`src/hbc_consts.vh`:
```
// Constants for the hub boot and configuration sequencer
`ifndef HBC_CONSTS_VH
`define HBC_CONSTS_VH

// System clock rate and serial ROM clock half period
`define HBC_CLK_MHZ 100
`define HBC_SPI_HALF_NS 40
`define HBC_SPI_HALF_CYC ((`HBC_SPI_HALF_NS * `HBC_CLK_MHZ) / 1000)
`define HBC_HALF_LAST 3'h3

// Serial ROM probe
`define HBC_SIG_WORD 32'h32444655
`define HBC_SIG_ADDR 24'hfffa
`define HBC_CMD_READ 8'h03
`define HBC_CMD_DUAL 8'h3b
`define HBC_TX_BITS_SGL 7'h20
`define HBC_TX_BITS_DUAL 7'h28
`define HBC_ALL_BITS_SGL 7'h40
`define HBC_ALL_BITS_DUAL 7'h38

// Five-level charge strap codes from the pin sense front end
`define HBC_STRAP_200K_DN 3'h0
`define HBC_STRAP_200K_UP 3'h1
`define HBC_STRAP_10K_DN 3'h2
`define HBC_STRAP_10K_UP 3'h3
`define HBC_STRAP_10R_DN 3'h4

// Register offsets
`define HBC_REG_STAGE 8'h00
`define HBC_REG_FLAGS 8'h02
`define HBC_REG_CFG 8'h04
`define HBC_REG_HOST_CFG 8'h10
`define HBC_REG_END_CFG 8'hff

// Reset and default values
`define HBC_ROM_DEFAULT 8'hf0
`define HBC_HOST_CFG_RST 8'h00
`define HBC_CAP_DELAY 2'h2

`endif

```
`src/hbc_boot_seq.v`:
```
// Boot and configuration sequencer of a four-port hub controller
//
// Our own choices: the address-and-strobe port and the register offsets.
`timescale 1ns/100ps
`default_nettype none
`include "hbc_consts.vh"

module hbc_boot_seq (
    // Clock and reset
    input wire clk_sys,
    input wire resetn,
    // Register port
    input wire [7:0] reg_addr,
    input wire [15:0] reg_wdata,
    input wire reg_wr,
    input wire reg_rd,
    output reg [15:0] reg_rdata_q,
    // Strap sense inputs
    input wire spi_do_pu,
    input wire spi_clk_pu,
    input wire spi_do_pd,
    input wire spi_clk_pd,
    input wire [2:0] charge_port_select_strap,
    // Serial ROM pins
    output reg spi_ce_n_q,
    output reg spi_ce_oe_q,
    output reg spi_sck_q,
    output reg spi_sck_oe_q,
    output reg spi_io0_o_q,
    output reg spi_io0_oe_q,
    input wire spi_io0_i,
    input wire spi_io1_i,
    // Static board options for the ROM
    input wire spi_dual_sel,
    input wire spi_mode3_sel,
    // System inputs
    input wire pll_locked,
    input wire vbus,
    input wire soft_disconnect,
    input wire usb_configured,
    input wire chg_done,
    input wire [7:0] otp_data,
    input wire [7:0] otp_mask,
    // Status and control outputs
    output reg standby_q,
    output reg pll_run_q,
    output reg port_hiz_q,
    output reg [3:0] ports_en_q,
    output reg [3:0] charge_ports_q,
    output reg [7:0] cfg_word_q,
    output reg ext_rom_q,
    output reg host_mode_q,
    output reg chg_start_q,
    output reg upstream_connect_q,
    output reg suspend_q,
    output reg [9:0] stage_q
);

    // Boot stages, one-hot
    localparam S_PROBE = 10'h001;
    localparam S_LOAD = 10'h002;
    localparam S_STRAP = 10'h004;
    localparam S_HOST = 10'h008;
    localparam S_MERGE = 10'h010;
    localparam S_IDLE = 10'h020;
    localparam S_CHG = 10'h040;
    localparam S_ATTACH = 10'h080;
    localparam S_NORMAL = 10'h100;
    localparam S_SPI = 10'h200;

    // Mode strap: 2'b10 host port, 2'b01 serial ROM, 2'b00 neither
    function [1:0] mode_decode;
        input do_pu, clk_pu, do_pd, clk_pd;
        begin
            mode_decode = {do_pu & clk_pu,
                ~(do_pu | clk_pu | do_pd | clk_pd)};
        end
    endfunction

    // Charge strap level to mask of ports counted from port 1
    function [3:0] charge_decode;
        input [2:0] code;
        begin
            case (code)
                `HBC_STRAP_200K_DN: charge_decode = 4'h0;
                `HBC_STRAP_200K_UP: charge_decode = 4'h1;
                `HBC_STRAP_10K_DN: charge_decode = 4'h3;
                `HBC_STRAP_10K_UP: charge_decode = 4'h7;
                `HBC_STRAP_10R_DN: charge_decode = 4'hf;
                default: charge_decode = 4'h0;
            endcase
        end
    endfunction

    reg [12:0] sync1_q;
    reg [12:0] sync2_q;
    reg [1:0] cap_cnt_q;
    reg cap_done_q;
    reg [1:0] mode_q;
    reg [2:0] chg_code_q;
    reg [7:0] load_cfg_q;
    reg [7:0] host_cfg_q;
    reg host_set_q;
    reg spi_go_q;
    reg spi_busy_q;
    reg spi_done_q;
    reg spi_ph_q;
    reg [2:0] spi_hc_q;
    reg [6:0] spi_bit_q;
    reg [39:0] spi_tx_q;
    reg [31:0] spi_rx_q;
    reg dual_q;
    reg cpol_q;

    wire io1_s = sync2_q[12];
    wire io0_s = sync2_q[11];
    wire vbus_s = sync2_q[10];
    wire sdisc_s = sync2_q[9];
    wire lock_s = sync2_q[8];
    wire [2:0] strap_s = sync2_q[7:5];
    wire [1:0] mode_s = mode_decode(sync2_q[3], sync2_q[2],
        sync2_q[1], sync2_q[0]);
    wire [6:0] tx_bits = dual_q ? `HBC_TX_BITS_DUAL : `HBC_TX_BITS_SGL;
    wire [6:0] all_bits = dual_q ? `HBC_ALL_BITS_DUAL : `HBC_ALL_BITS_SGL;
    wire half_end = (spi_hc_q == `HBC_HALF_LAST);
    wire in_tx = (spi_bit_q < tx_bits);
    wire end_wr = reg_wr & (reg_addr == `HBC_REG_END_CFG);
    wire [7:0] merge_base = host_set_q ? host_cfg_q : load_cfg_q;
    wire [7:0] merge_cfg = (merge_base & ~otp_mask) | (otp_data & otp_mask);

    // Two-flop synchronisers for pins and pin-sensed straps
    always @(posedge clk_sys) begin
        if (!resetn) begin
            sync1_q <= 13'h0000;
            sync2_q <= 13'h0000;
        end else begin
            sync1_q <= {spi_io1_i, spi_io0_i, vbus, soft_disconnect,
                pll_locked, charge_port_select_strap, 1'b0, spi_do_pu,
                spi_clk_pu, spi_do_pd, spi_clk_pd};
            sync2_q <= sync1_q;
        end
    end

    // Strap capture shortly after reset release
    always @(posedge clk_sys) begin
        if (!resetn) begin
            cap_cnt_q <= 2'h0;
            cap_done_q <= 1'b0;
            mode_q <= 2'h0;
            chg_code_q <= 3'h0;
            dual_q <= 1'b0;
            cpol_q <= 1'b0;
        end else if (!cap_done_q) begin
            cap_cnt_q <= cap_cnt_q + 2'h1;
            if (cap_cnt_q == `HBC_CAP_DELAY) begin
                cap_done_q <= 1'b1;
                mode_q <= mode_s;
                chg_code_q <= strap_s;
                dual_q <= spi_dual_sel;
                cpol_q <= spi_mode3_sel;
            end
        end else if (stage_q == S_STRAP) begin
            mode_q <= mode_s;
        end
    end

    // Serial ROM read engine: low half, then high half per clock
    always @(posedge clk_sys) begin
        if (!resetn) begin
            spi_busy_q <= 1'b0;
            spi_done_q <= 1'b0;
            spi_ph_q <= 1'b0;
            spi_hc_q <= 3'h0;
            spi_bit_q <= 7'h00;
            spi_tx_q <= 40'h0;
            spi_rx_q <= 32'h0;
        end else begin
            spi_done_q <= 1'b0;
            if (spi_go_q) begin
                spi_busy_q <= 1'b1;
                spi_ph_q <= 1'b0;
                spi_hc_q <= 3'h0;
                spi_bit_q <= 7'h00;
                // command picks single or dual read
                spi_tx_q <= {dual_q ? `HBC_CMD_DUAL : `HBC_CMD_READ,
                    `HBC_SIG_ADDR, 8'h00};
                spi_rx_q <= 32'h0;
            end else if (spi_busy_q) begin
                spi_hc_q <= half_end ? 3'h0 : spi_hc_q + 3'h1;
                if (half_end && !spi_ph_q) begin
                    spi_ph_q <= 1'b1;
                end else if (half_end) begin
                    spi_ph_q <= 1'b0;
                    spi_bit_q <= spi_bit_q + 7'h01;
                    if (in_tx) begin
                        spi_tx_q <= {spi_tx_q[38:0], 1'b0};
                    end else if (dual_q) begin
                        spi_rx_q <= {spi_rx_q[29:0], io1_s, io0_s};
                    end else begin
                        spi_rx_q <= {spi_rx_q[30:0], io1_s};
                    end
                    if (spi_bit_q == all_bits - 7'h01) begin
                        spi_busy_q <= 1'b0;
                        spi_done_q <= 1'b1;
                    end
                end
            end
        end
    end

    // Boot stage sequencer
    always @(posedge clk_sys) begin
        if (!resetn) begin
            stage_q <= S_PROBE;
            spi_go_q <= 1'b0;
            ext_rom_q <= 1'b0;
            load_cfg_q <= 8'h00;
            cfg_word_q <= 8'h00;
            ports_en_q <= 4'h0;
            charge_ports_q <= 4'h0;
            host_mode_q <= 1'b0;
            chg_start_q <= 1'b0;
            upstream_connect_q <= 1'b0;
            suspend_q <= 1'b0;
        end else begin
            spi_go_q <= 1'b0;
            chg_start_q <= 1'b0;
            case (stage_q)
                S_PROBE: begin
                    if (cap_done_q && !mode_q[0]) begin
                        stage_q <= S_LOAD;
                    end else if (cap_done_q && lock_s) begin
                        spi_go_q <= 1'b1;
                        stage_q <= S_SPI;
                    end
                end
                S_SPI: begin
                    if (spi_done_q) begin
                        ext_rom_q <= (spi_rx_q == `HBC_SIG_WORD);
                        stage_q <= S_LOAD;
                    end
                end
                S_LOAD: begin
                    load_cfg_q <= (`HBC_ROM_DEFAULT & 8'hf0) |
                        {4'h0, charge_decode(chg_code_q)};
                    stage_q <= S_STRAP;
                end
                S_STRAP: begin
                    if (mode_s[1]) begin
                        host_mode_q <= 1'b1;
                        stage_q <= S_HOST;
                    end else begin
                        stage_q <= S_MERGE;
                    end
                end
                S_HOST: begin
                    // only here an end write counts
                    if (end_wr) begin
                        stage_q <= S_MERGE;
                    end
                end
                S_MERGE: begin
                    // OTP bits override the base settings
                    cfg_word_q <= merge_cfg;
                    ports_en_q <= merge_cfg[7:4];
                    charge_ports_q <= merge_cfg[3:0];
                    stage_q <= S_IDLE;
                end
                S_IDLE: begin
                    suspend_q <= ~vbus_s;
                    if (vbus_s && charge_ports_q != 4'h0) begin
                        chg_start_q <= 1'b1;
                        stage_q <= S_CHG;
                    end else if (vbus_s) begin
                        stage_q <= S_ATTACH;
                    end
                end
                S_CHG: begin
                    if (chg_done) begin
                        stage_q <= S_ATTACH;
                    end
                end
                S_ATTACH: begin
                    // connect while VBUS high, no disconnect
                    upstream_connect_q <= vbus_s & ~sdisc_s;
                    if (!vbus_s) begin
                        stage_q <= S_IDLE;
                    end else if (!sdisc_s && usb_configured) begin
                        stage_q <= S_NORMAL;
                    end
                end
                S_NORMAL: begin
                    if (sdisc_s) begin
                        upstream_connect_q <= 1'b0;
                        stage_q <= S_ATTACH;
                    end
                end
                default: begin
                    stage_q <= S_PROBE;
                end
            endcase
        end
    end

    // Host settings register, only open in the host stage
    always @(posedge clk_sys) begin
        if (!resetn) begin
            host_cfg_q <= `HBC_HOST_CFG_RST;
            host_set_q <= 1'b0;
        end else if (reg_wr && reg_addr == `HBC_REG_HOST_CFG &&
            stage_q == S_HOST) begin
            host_cfg_q <= reg_wdata[7:0];
            host_set_q <= 1'b1;
        end
    end

    // Read data, one cycle after the strobe, zero elsewhere
    always @(posedge clk_sys) begin
        if (!resetn) begin
            reg_rdata_q <= 16'h0000;
        end else if (reg_rd) begin
            case (reg_addr)
                `HBC_REG_STAGE: reg_rdata_q <= {6'h00, stage_q};
                `HBC_REG_FLAGS: reg_rdata_q <= {8'h00, ext_rom_q,
                    host_mode_q, host_set_q, suspend_q, charge_ports_q};
                `HBC_REG_CFG: reg_rdata_q <= {8'h00, cfg_word_q};
                `HBC_REG_HOST_CFG: reg_rdata_q <= {8'h00, host_cfg_q};
                default: reg_rdata_q <= 16'h0000;
            endcase
        end else begin
            reg_rdata_q <= 16'h0000;
        end
    end

    // Pin drivers and power state
    always @(posedge clk_sys) begin
        if (!resetn) begin
            standby_q <= 1'b1;
            pll_run_q <= 1'b0;
            port_hiz_q <= 1'b1;
            spi_ce_n_q <= 1'b1;
            spi_ce_oe_q <= 1'b0;
            spi_sck_q <= 1'b0;
            spi_sck_oe_q <= 1'b0;
            spi_io0_o_q <= 1'b0;
            spi_io0_oe_q <= 1'b0;
        end else begin
            standby_q <= 1'b0;
            pll_run_q <= 1'b1;
            port_hiz_q <= 1'b0;
            // Drive ROM pins only in ROM mode so straps stay readable
            spi_ce_oe_q <= mode_q[0] & (stage_q == S_SPI);
            spi_sck_oe_q <= mode_q[0] & (stage_q == S_SPI);
            spi_ce_n_q <= ~spi_busy_q;
            spi_sck_q <= spi_busy_q ? spi_ph_q : cpol_q;
            spi_io0_o_q <= spi_busy_q & spi_tx_q[39];
            // release data line during dual read
            spi_io0_oe_q <= spi_busy_q & (in_tx | ~dual_q);
        end
    end
endmodule
`default_nettype wire

```
`config.mk`:
```
export PLATFORM = sky130hd
export DESIGN_NAME = hbc_boot_seq
export DESIGN_NICKNAME = d
export VERILOG_FILES = /design/src/hbc_boot_seq.v
export VERILOG_INCLUDE_DIRS = /design/src
export SDC_FILE = /design/constraint.sdc
export NUM_CORES = 1
export LEC_CHECK = 0
export BUFFER_PORTS_ARGS = -buffer_cell sky130_fd_sc_hd__buf_2
export CORE_UTILIZATION = 51
export DETAILED_ROUTE_END_ITERATION = 12
export PLACE_DENSITY = 0.74
export SYNTH_ARGS = -nofsm -noshare
export SYNTH_HDL_FRONTEND = slang
export SYNTH_SLANG_ARGS = --single-unit
```
`constraint.sdc`:
```
create_clock -name clk_sys -period 2 [get_ports clk_sys]
set_input_delay 0 -clock clk_sys [delete_from_list [all_inputs] [get_ports clk_sys]]
set_output_delay 0 -clock clk_sys [all_outputs]
set_load 0.01 [all_outputs]
```
==> results.md <==
- The flow ran to the end, and the final reports show no timing, DRC or antenna violations.
- The root buffer cell is clkbuf_16.
- The sum of negative setup slack is 0 ps.
- The worst hold path cell count is 5.
- 0 antenna diodes ended up in the layout.
- Once layout is complete, the cells apart from fillers number between 1k and 1.5k.
- Setup violations remaining at the end of the flow were counted as 0.
- The number of antenna violations at the first check in global routing is 0.
- At the worst endpoint, the required time is between 2000 and 2500 ps.
- The die outline area is between 0.01 and 0.015 sq mm.
- The area share of the largest cell type after synthesis is 0.4760.
- Fill cells in the final layout number 1053.
- The setup path with the least slack is of type register to register.
- The biggest fanout along the worst timing path is 7.
- The first TritonRoute pass finished after 5 iterations.
- The startpoint identified for the worst register-to-register timing path is stage_q[6].
- Across every metal layer, demand over resource in global routing totals 0.2445.
- With fillers left out, the area of the finished cells amounts to between 0.008 and 0.009 sq mm.
- After the last flow step, the layout net total stands at 976.
- Synthesis instantiated 62 different standard cells from the library.
- The number of storage elements in the synthesis netlist is around 160.
- The congestion estimate from routability-driven global placement came to 0.8906.
- At the later pin of the worst-skew pair, clock insertion delay measures 420 ps.
- The worst-case clock skew is 6.533 ps.
- The final period utilization is 0.9657.
- For the worst setup path, the data arrival time is about 2300 ps.
- In this run the horizontal extent of the chip is 118.3 um.
- On the worst path, the slowest cell contributes a delay of roughly 620 ps.
- From synthesis to final layout, the design area changed by 25.43%.
- Ranked by total cell area, the synthesized netlist is headed by dfxtp_1, mux2i_1, nor2_1.
- In this run the tool buffered the top-level ports with approximately 100 buffer cells.
- Dividing the detail-routed wire length by the instance count gives 15.21 um.
- VDD sags by at most 620.7 uV.
- The dominant register cell in the synthesized netlist is dfxtp_1.
- The via count of the first global-routing pass is around 5.7k.
- During synthesis, Yosys emitted a total of 0 warnings.
- Traced cell by cell, the critical path runs through or3_2, nor2_4, nand3_2, or4_1, a21oi_1.
- The first global-routing pass estimated ~27000 um of wire.
- The biggest area contributor in the post-synthesis netlist is dfxtp_1.
- Broken down by cell family, the worst path's largest delay share belongs to simple AND/OR/NAND/NOR gates.
- The count of flip-flops with a built-in enable after synthesis is 0.
- After floorplanning, the core was divided into 42 placement rows.
- Dividing total power by cell area gives a power density of between 800 and 900 mW/mm^2.
- The routed design could run at a clock period as short as 1931 ps.
- The number of hold-slack violations in the final timing report came to 0.
- Setup repair after global routing left no endpoint under its margin.
- Across the run, the number of max-cap violations was 0.
- The number of primary I/O pins is between 100 and 150.
- Clock-pin slew was measured on the worst setup and hold paths at roughly 60 ps.
- Measured in cells, the most critical reg-to-reg path has a length of 5.
- STA classifies the critical path startpoint as a register.
- Clock tree synthesis found a total of 164 sinks.
- The count of nets left with antenna violations after detail routing is 0.
- The post-detailed-routing wire length is between 15000 and 20000 um.
- The count of unresolved DRC violations after routing is 0.
- Entering global routing, the biggest net connects 61 pins.
- The final design utilization is 0.6533.
- In this run the critical register-to-register path is captured at ext_rom_q.
- The type of the most critical hold path is input port to register.
- Buffers added to address setup during post-CTS repair amount to 0.
- The flip-flop and latch area is between 0.003 and 0.004 sq mm.
- The area of the mapped netlist is around 0.007 sq mm.
- Of the synthesized area, sequential elements account for 0.4760.
- The longest clock path from root to sink contains 2 buffers.
- The die is approximately 120 um tall.
- STA classifies the critical path endpoint as a register.
- TritonCTS built the clock tree.
- The setup check on the worst reg-to-reg path leaves a slack of ~69 ps.
- Once placement completed, the tool counted placed cells totaling roughly 1.0k.
- The core region is about 0.013 sq mm.
- The max-slew violation count was 0.
- The multi-input logic area is about 0.0033 sq mm.
- The share of post-route cells with drive strength above 1 is 0.2011.
- The level count of the clock H-tree is 4.
- The detailed placement HPWL is slightly above 10000 um.
- The number of buffers created by CTS is 17.
- The starting utilization of the core area is 0.5209.
- The slowest library cell on the worst path is or3_2.
- Across all layers, the routed design uses 5935 vias.
- Global routing finished with a remaining overflow of 0.
- The detailed router finished its first iteration with 343 violations.
- A synthesized cell averages around 9 sq um.
- Together, buffers and inverters on the worst path number 0.
- Counting every instance in the synthesized netlist gives slightly below 800.
- The detail-routed via count per cell is 5.391.
- For this design the static power due to leakage is 3.327 nW.
- The share of flip-flops with an asynchronous set or reset after synthesis is 0.
- For hold timing, the worst endpoint is ports_en_q[2].
- The highest clock frequency the design can meet is slightly above 500 MHz.
- The actual transition at the worst max-transition pin is approximately 570 ps.
- The worst hold path startpoint is otp_data[6].
- Headroom to the max-slew limit came out at 0.6232.
- Summing all placed instances gives a cell area of about 0.0076 sq mm.
worst max-delay path by stage:
stage	end	startpoint	cells past startpoint	slack, ps
after global routing	ext_rom_q	stage_q[6]	5	5
after floorplan	stage_q[9]	stage_q[0]	5	100
final	ext_rom_q	stage_q[6]	5	70
after detailed placement	stage_q[9]	stage_q[2]	6	90
after CTS	stage_q[9]	stage_q[2]	6	80
after global placement	ext_rom_q	stage_q[6]	5	120
per-stage QoR:
stage / hold WS [ps] / total power (W) / setup WS (ps)
2_1_floorplan: 27.72 / 0.004014 / 101.6
3_3_place_gp: 207.0 / 0.004234 / 119.5
3_5_place_dp: 209.6 / 0.004255 / 86.66
4_1_cts: 64.78 / 0.007544 / 79.22
5_1_grt: 83.55 / 0.007801 / 4.515
6_report: 80.95 / 0.007532 / 68.61
Yosys cell counts, types with 13 or more instances:
master / number
dfxtp_1: 164
a31oi_1: 20
clkbuf_1: 39
nand2_1: 90
a21oi_1: 32
a211oi_1: 35
nor3_1: 13
o21ai_0: 15
mux2i_1: 67
buf_4: 18
and2_1: 29
nor2_1: 116
worst min-delay path: cells and delay by family:
kind                   cells  cell delay (ps)
and+or+nand+nor            2              110
AOI/OAI and AO/OA          1              170
muxes                      1              100
buffers and inverters      1               80
timing repair:
action                                 4_1_cts  5_1_grt
hold buffers                                45        0
endpoints found under the hold margin       33        0
setup endpoints to repair                    0        5
resized for setup                            0        3
logic make-up (layout without fill, tap and decap cells):
| kind of cell | count (synthesis) | count (layout) | share of synthesized area |
|---|---|---|---|
| AO/OA/AOI/OAI | 129 | 129 | 0.1232 |
| XOR/XNOR | 12 | 12 | 0.01524 |
| adder cells (fa/ha/maj) | 5 | 5 | 0.008707 |
| buffers and inverters | 76 | 224 | 0.05732 |
| flip-flops | 164 | 164 | 0.4760 |
| multiplexers | 71 | 71 | 0.1038 |
| other | 1 | 6 | 0.0005436 |
| AND/OR/NAND/NOR | 314 | 314 | 0.2153 |
registers in the layout, summed over array words and instances, names as in the netlist, 4 cells and up:
| name | count |
|---|---|
| load_cfg_q | 5 |
| spi_tx_q | 31 |
| stage_q | 10 |
| spi_rx_q | 32 |
| sync2_q | 12 |
| sync1_q | 12 |
| spi_bit_q | 7 |
| ports_en_q | 4 |
| host_cfg_q | 8 |
| reg_rdata_q | 10 |
power breakdown:
| part | switching (W) | total, W | internal, W |
|---|---|---|---|
| registers | 0.0000770 | 0.00343 | 0.00335 |
| logic | 0.000444 | 0.000868 | 0.000424 |
| clock network | 0.00125 | 0.00324 | 0.00199 |
| total | 0.00177 | 0.00753 | 0.00576 |
routing by layer:
layer	track usage	vias up	share of wire
met5	0	-	0
met4	0.1522	0	0.041
met3	0.05164	57	0.054
met2	0.4081	228	0.47
met1	0.2863	2712	0.43
li1	-	2938	-
cells in the final DEF (no fill, tap or decap), types with 4 or more instances in the layout:
master	netlist	routed
nor2b_1	10	10
dfxtp_1	164	161
o21ai_0	15	15
a21oi_1	32	32
nand2_1	90	90
ha_1	4	4
buf_4	18	36
dlygate4sd3_1	0	45
clkbuf_1	39	4
a22oi_1	4	4
clkinv_2	0	5
and2_1	29	29
a31oi_1	20	20
nand4_1	7	7
nor4b_1	5	5
xnor2_1	6	6
nor2_1	116	115
a211oi_1	35	35
mux2i_1	67	67
buf_2	2	101
clkbuf_16	0	17
nand3_1	12	12
xor2_1	6	6
nor3_1	13	13
or3_1	6	6
inv_1	8	7
conb_1	1	6
mux2_2	4	4
area by class of cell:
type	count	area share
Tap cell	176	0.02545
Timing Repair Buffer	184	0.1463
Clock inverter	10	0.01518
Multi-Input combinational cell	537	0.3772
Sequential cell	164	0.3799
Inverter	8	0.003471
Clock buffer	22	0.05249
Power figures use the tool's default switching activity.
